`src/dlic_map.vh`:
```
/*
 * register map, field positions and reset values of the dual level interrupt controller.
 * assumes a 32-bit apb slave with one aligned word per register.
 */
`ifndef DLIC_MAP_VH
`define DLIC_MAP_VH

`define DLIC_W 32
`define DLIC_AW 6

// ****************
// register byte offsets
// ****************
`define DLIC_NRM_RAW 6'h00
`define DLIC_NRM_EN 6'h04
`define DLIC_NRM_CLR 6'h08
`define DLIC_NRM_STA 6'h0C
`define DLIC_FST_RAW 6'h10
`define DLIC_FST_EN 6'h14
`define DLIC_FST_CLR 6'h18
`define DLIC_FST_STA 6'h1C
`define DLIC_SWI_CFG 6'h20
`define DLIC_EVT_STA 6'h24
`define DLIC_EVT_MSK 6'h28

// ****************
// field positions and reset values
// ****************
`define DLIC_SUM_BIT 0
`define DLIC_SWI_BIT 1
`define DLIC_CFG_NRM_BIT 1
`define DLIC_CFG_FST_BIT 2
`define DLIC_EVT_NRM_BIT 0
`define DLIC_EVT_FST_BIT 1
`define DLIC_EVT_W 2
`define DLIC_ZERO 32'h00000000
`define DLIC_EVT_ZERO 2'h0
`define DLIC_CFG_RST 2'h0

`endif

```
`src/dlic_top.v`:
```
/*
 * dual level interrupt controller: 30 request lines (src_req bits 31:2), normal and fast request outputs,
 * apb register slave, sticky event status with mask and one level interrupt output.
 * assumes src_req is asynchronous to core_clk and that sources hold requests long enough.
 */
`timescale 1ns/1ps
`include "dlic_map.vh"

module dlic_top (
   // clock and reset
   input wire core_clk,
   input wire sys_rst,
   // apb slave
   input wire psel,
   input wire penable,
   input wire pwrite,
   input wire [31:0] paddr,
   input wire [31:0] pwdata,
   output reg [31:0] prdata,
   output reg pready,
   output reg pslverr,
   // peripheral requests
   input wire [31:0] src_req,
   // requests to the core
   output reg normal_req,
   output reg fast_req,
   // event interrupt
   output reg evt_irq
);

   // ****************
   // request synchroniser
   // ****************
   reg [31:0] sync1_q;
   reg [31:0] sync2_q;
   always @(posedge core_clk) begin
      if (sys_rst) begin
         sync1_q <= `DLIC_ZERO;
         sync2_q <= `DLIC_ZERO;
      end else begin
         sync1_q <= src_req;
         sync2_q <= sync1_q;
      end
   end

   // ****************
   // state
   // ****************
   reg [31:0] nrm_en_q;
   reg [31:0] fst_en_q;
   reg [1:0] cfg_q;
   reg [1:0] evt_sta_q;
   reg [1:0] evt_msk_q;
   reg nrm_prev_q;
   reg fst_prev_q;

   // source bits usable in enable registers: not bit 0 nor the software bit
   function [31:0] en_bits;
      input [31:0] v;
      begin
         en_bits = v;
         en_bits[`DLIC_SUM_BIT] = 1'b0;
         en_bits[`DLIC_SWI_BIT] = 1'b0;
      end
   endfunction

   function sel;
      input [5:0] a;
      input [5:0] off;
      begin
         sel = (a == off);
      end
   endfunction

   // ****************
   // raw and masked status
   // ****************
   reg [31:0] nrm_raw;
   reg [31:0] fst_raw;
   reg [31:0] nrm_sta;
   reg [31:0] fst_sta;
   reg fst_or;
   always @* begin
      fst_raw = en_bits(sync2_q);
      fst_raw[`DLIC_SWI_BIT] = cfg_q[`DLIC_CFG_FST_BIT - 1];
      fst_sta = fst_raw & fst_en_q;
      fst_sta[`DLIC_SWI_BIT] = fst_raw[`DLIC_SWI_BIT];
      fst_or = |fst_sta[31:1];
      fst_raw[`DLIC_SUM_BIT] = fst_or;
      fst_sta[`DLIC_SUM_BIT] = fst_or;
      nrm_raw = en_bits(sync2_q);
      nrm_raw[`DLIC_SWI_BIT] = cfg_q[`DLIC_CFG_NRM_BIT - 1];
      nrm_sta = nrm_raw & nrm_en_q;
      nrm_sta[`DLIC_SWI_BIT] = nrm_raw[`DLIC_SWI_BIT];
      nrm_raw[`DLIC_SUM_BIT] = fst_or;
      nrm_sta[`DLIC_SUM_BIT] = fst_or;
   end

   // ****************
   // apb register access
   // ****************
   wire [5:0] a = paddr[5:0];
   wire hit = (paddr[31:6] == 26'h0000000) && (paddr[1:0] == 2'h0) &&
      (paddr[5:2] <= 4'hA);
   wire acc = psel && penable && !pready;
   wire wr = acc && pwrite && hit;
   wire rd = acc && !pwrite && hit;
   wire [31:0] wv = en_bits(pwdata);

   reg [31:0] rdat;
   always @* begin
      rdat = `DLIC_ZERO;
      if (sel(a, `DLIC_NRM_RAW)) rdat = nrm_raw;
      if (sel(a, `DLIC_NRM_EN)) rdat = nrm_en_q;
      if (sel(a, `DLIC_NRM_STA)) rdat = nrm_sta;
      if (sel(a, `DLIC_FST_RAW)) rdat = fst_raw;
      if (sel(a, `DLIC_FST_EN)) rdat = fst_en_q;
      if (sel(a, `DLIC_FST_STA)) rdat = fst_sta;
      if (sel(a, `DLIC_SWI_CFG)) rdat = {29'h00000000, cfg_q, 1'b0};
      if (sel(a, `DLIC_EVT_STA)) rdat = {30'h00000000, evt_sta_q};
      if (sel(a, `DLIC_EVT_MSK)) rdat = {30'h00000000, evt_msk_q};
   end

   // rising edges of the two core requests as events
   wire [1:0] evt_set = {fst_or & !fst_prev_q, (|nrm_sta) & !nrm_prev_q};

   always @(posedge core_clk) begin
      if (sys_rst) begin
         nrm_en_q <= `DLIC_ZERO;
         fst_en_q <= `DLIC_ZERO;
         cfg_q <= `DLIC_CFG_RST;
         evt_sta_q <= `DLIC_EVT_ZERO;
         evt_msk_q <= `DLIC_EVT_ZERO;
         nrm_prev_q <= 1'b0;
         fst_prev_q <= 1'b0;
         prdata <= `DLIC_ZERO;
         pready <= 1'b0;
         pslverr <= 1'b0;
         normal_req <= 1'b0;
         fast_req <= 1'b0;
         evt_irq <= 1'b0;
      end else begin
         pready <= psel && penable && !pready;
         pslverr <= acc && !hit;
         prdata <= rd ? rdat : `DLIC_ZERO;
         if (wr && sel(a, `DLIC_NRM_EN)) begin
            nrm_en_q <= nrm_en_q | wv;
            fst_en_q <= fst_en_q & ~wv;
         end
         if (wr && sel(a, `DLIC_FST_EN)) begin
            fst_en_q <= fst_en_q | wv;
            nrm_en_q <= nrm_en_q & ~wv;
         end
         if (wr && sel(a, `DLIC_NRM_CLR))
            nrm_en_q <= nrm_en_q & ~wv;
         if (wr && sel(a, `DLIC_FST_CLR))
            fst_en_q <= fst_en_q & ~wv;
         if (wr && sel(a, `DLIC_SWI_CFG))
            cfg_q <= pwdata[`DLIC_CFG_FST_BIT:`DLIC_CFG_NRM_BIT];
         if (wr && sel(a, `DLIC_EVT_MSK))
            evt_msk_q <= pwdata[`DLIC_EVT_W-1:0];
         // read clears, a new event in the same cycle wins
         if (rd && sel(a, `DLIC_EVT_STA))
            evt_sta_q <= evt_set;
         else
            evt_sta_q <= evt_sta_q | evt_set;
         nrm_prev_q <= |nrm_sta;
         fst_prev_q <= fst_or;
         normal_req <= |nrm_sta;
         fast_req <= fst_or;
         evt_irq <= |(evt_sta_q & evt_msk_q);
      end
   end

endmodule

```
`config.mk`:
```
export PLATFORM = sky130hd
export DESIGN_NAME = dlic_top
export DESIGN_NICKNAME = d
export VERILOG_FILES = /design/src/dlic_top.v
export VERILOG_INCLUDE_DIRS = /design/src
export SDC_FILE = /design/constraint.sdc
export NUM_CORES = 1
export LEC_CHECK = 0
export BUFFER_PORTS_ARGS = -buffer_cell sky130_fd_sc_hd__buf_2
export CAP_MARGIN = 5
export CORE_MARGIN = 2
export CORE_UTILIZATION = 59
export CTS_CLUSTER_SIZE = 25
export DETAILED_ROUTE_END_ITERATION = 7
export PLACE_DENSITY = 0.83
export SLEW_MARGIN = 20
export SYNTH_ARGS = -nofsm -noshare
export SYNTH_HDL_FRONTEND = slang
export SYNTH_SLANG_ARGS = --single-unit
```
`constraint.sdc`:
```
create_clock -name core_clk -period 3.8 [get_ports core_clk]
set_clock_uncertainty 0.05 [all_clocks]
set_input_delay 0.76 -clock core_clk [delete_from_list [all_inputs] [get_ports core_clk]]
set_output_delay 0.76 -clock core_clk [all_outputs]
set_load 0.1 [all_outputs]
```
==> summary.md <==
| Metric | Value |
|---|---|
| Yosys warning count | `0` |
| Avg WL per Cell | `19.98 µm` |
| Setup bufs post-CTS | `0` |
| Worst Path Required | `4120 ps` |
| Clock share of power | `0.449` |
| WHS | `377.3 ps` |
| DRC Markers | `0` |
| RD Place Congestion | `0.9474` |
| Commonest cells after routing, fill and taps aside | `dfxtp_1 (163), buf_2 (134), a21oi_1 (108)` |
| Cell variety after synth | `58` |
| Placeable Area | `11,560 µm²` |
| Final wirelength | `20.96 mm` |
| Placed cells | `just over 1,000` |
| Clock slew seen by the registers of the worst setup and hold paths | `around 70 ps` |
| Largest net degree at the start of global routing | `94` |
| Outcome | `finished, final reports clean` |
| Max Clock Freq | `roughly 340 MHz` |
| Initial drt markers | `719` |
| Final Cycle Share | `0.7833` |
| Vias after detailed routing | `6,627` |
| Layout cells sized above 1 | `0.2257` |
| Setup tns final | `0 ps` |
| Max_slew headroom | `0.2233` |
| Critical Path End Type | `flip-flop` |
| First-pass iteration count of the detailed router | `7` |
| Crit-path max FO | `16` |
| DIE HEIGHT | `113.4 µm` |
| Type of origin of the critical path | `input pin` |
| FP Rows | `39` |
| Vias in the first global route | `6,222` |
| Final nets | `between 900 and 1,000` |
| H-Tree Depth | `4` |
| Port bufs | `135` |
| Final worst slack | `823.5 ps` |
| Mean post-synth cell area | `9.093 µm²` |
| TritonCTS clock tree | `done` |
| Top_reg_cell synth | `dfxtp_1` |
| Leak | `~3.6 nW` |
| Antenna Nets Post-Route | `0` |
| Total power | `3.528 mW` |
| # setup viols final | `0` |
| Register area share after synthesis | `0.4618` |
| Initial antenna violation count | `2` |
| Num CTS Buffers | `17` |
| Die Wd | `113.4 µm` |
| Sw power | `0.8456 mW` |
| Fraction of registers with async set/reset | `0` |
| Post-synth EDFFs | `0` |
| Remaining Overflow, GRT | `0` |
| Sw frac | `0.2397` |
| Root buffer cell | `clkbuf_16` |
| Flop and latch count out of synthesis | `163` |
| Placed Area | `7755 µm²` |
| Unrepaired setup endpoints after global routing | `no` |
| Die footprint | `12,870 µm²` |
| P_int | `around 2.7 mW` |
| Most common cell after layout, fill and taps aside | `dfxtp_1` |
| Final Hold Violating Endpoints | `0` |
| Design area | `a little over 8000 µm²` |
| Logic gate share of total power | `0.051` |
| Fin util | `0.7181` |
| Syn Nets | `878` |
| Pre-CTS WS | `455.2 ps` |
| Max Cap Viol | `0` |
| Data arrival, critical path | `3300 ps` |
| Initial Util | `0.6109` |
| Worst IR drop on VDD | `0.0004264 V` |
| Hold Path Depth | `1` |
| HPWL after DPL | `14.36 mm` |
| CTS max path bufs | `2` |
| Post-CTS Resized | `0` |
| IO Count | `about 140` |
| Clock tree sinks | `between 150 and 200` |
| Final Max Tran Viols | `0` |
| CP Class | `in2reg` |
| Gate Count Post-Synth | `777` |
| Pin slew with the least headroom to its limit | `1159 ps` |
| Synth Cell Area | `about 7000 µm²` |
| Worst min-delay path class | `reg2reg` |
| PD cells | `424.8 nW/µm²` |
| First-pass GRT wire length | `around 33 mm` |
| Tmin final | `2977 ps` |
| R2R depth | `5` |
| Gr usage total | `0.3298` |
| Synth-to-layout area growth | `17.53%` |
| Non-filler instance count after layout | `1,049` |
| Cts hold-fix bufs | `0` |
| Reg power frac | `0.501` |
| Fillers | `857` |
| Clk Latency, worst-skew pair | `between 400 and 500 ps` |
| Vias/cell | `6.317` |
## cells by family (layout without fill, tap and decap cells)
logic type | after synthesis | after routing | share of synthesized area
AO/OA/AOI/OAI | 293 | 293 | 0.2890
flip-flops | 163 | 163 | 0.4618
AND/OR/NAND/NOR | 241 | 241 | 0.1928
buffers and inverters | 77 | 204 | 0.05206
other | 0 | 2 | 0
multiplexers | 3 | 3 | 0.004250
## layout make-up
class	instances	area, µm²	share of cell area
clock buffer	20	446.7	0.05379
sequential	163	3263	0.3929
tap	143	178.9	0.02155
inverter	23	86.33	0.01040
antenna	2	5.005	0.0006027
multi-input combinational	537	3443	0.4146
clock inverter	12	97.59	0.01175
timing repair buffer	149	783.3	0.09432
## metal layers
layer | wire length [µm] | vias to the layer above | track usage
li1 | - | 3044 | -
met1 | 8389 | 3106 | 0.4364
met2 | 9726 | 408 | 0.5130
met3 | 2118 | 69 | 0.08130
met4 | 721 | 0 | 0.1504
met5 | 0 | - | 0
## cells in the mapped netlist (all sizes together) (2+ instances only)
master,number,share of area
nand4,8,0.0071
a222oi,2,0.0028
o2111a,2,0.0034
dfxtp,163,0.46
a21oi,109,0.078
nand2,31,0.016
or3,5,0.0044
o32a,16,0.023
mux2i,3,0.0043
a221oi,20,0.025
clkbuf,25,0.013
nor4,10,0.011
o41ai,2,0.0025
inv,23,0.012
a21boi,2,0.0021
buf,29,0.027
o2111ai,2,0.0025
a22oi,27,0.029
nor2,58,0.033
nand3b,2,0.0021
nor4b,3,0.0055
nand2b,41,0.036
and4,2,0.0028
o21ai,22,0.021
nand3,7,0.0067
a2bb2oi,9,0.011
nor3,7,0.0071
nor2b,62,0.055
a211o,22,0.027
and3,2,0.0018
a21o,49,0.052
## power by group through the flow
stage / registers [mW] / logic, mW / clock network (mW)
finish: 1.77 / 0.179 / 1.58
global route: 1.77 / 0.194 / 1.68
floorplan: 1.80 / 0.0840 / 0
CTS: 1.76 / 0.176 / 1.60
global placement: 1.80 / 0.169 / 0
detailed placement: 1.80 / 0.175 / 0
## worst max-delay path, cell delays in order
cell	delay [ps]
buf_2	150
or3_1	540
or3_1	400
nor3_2	880
buf_4	400
a21o_1	160
## final timing paths
path,from,endpoint,slack (ps)
max,paddr[1],flip-flop,820
min,sync1_q[23]$_SDFF_PP0_,en_bits.v[23]$_SDFF_PP0_,380
max reg2reg,en_bits.v[23]$_SDFF_PP0_,evt_sta_q[0]$_SDFF_PP0_,1130
min reg2reg,sync1_q[23]$_SDFF_PP0_,en_bits.v[23]$_SDFF_PP0_,380
Note: power is estimated with default switching activity, not from simulation.
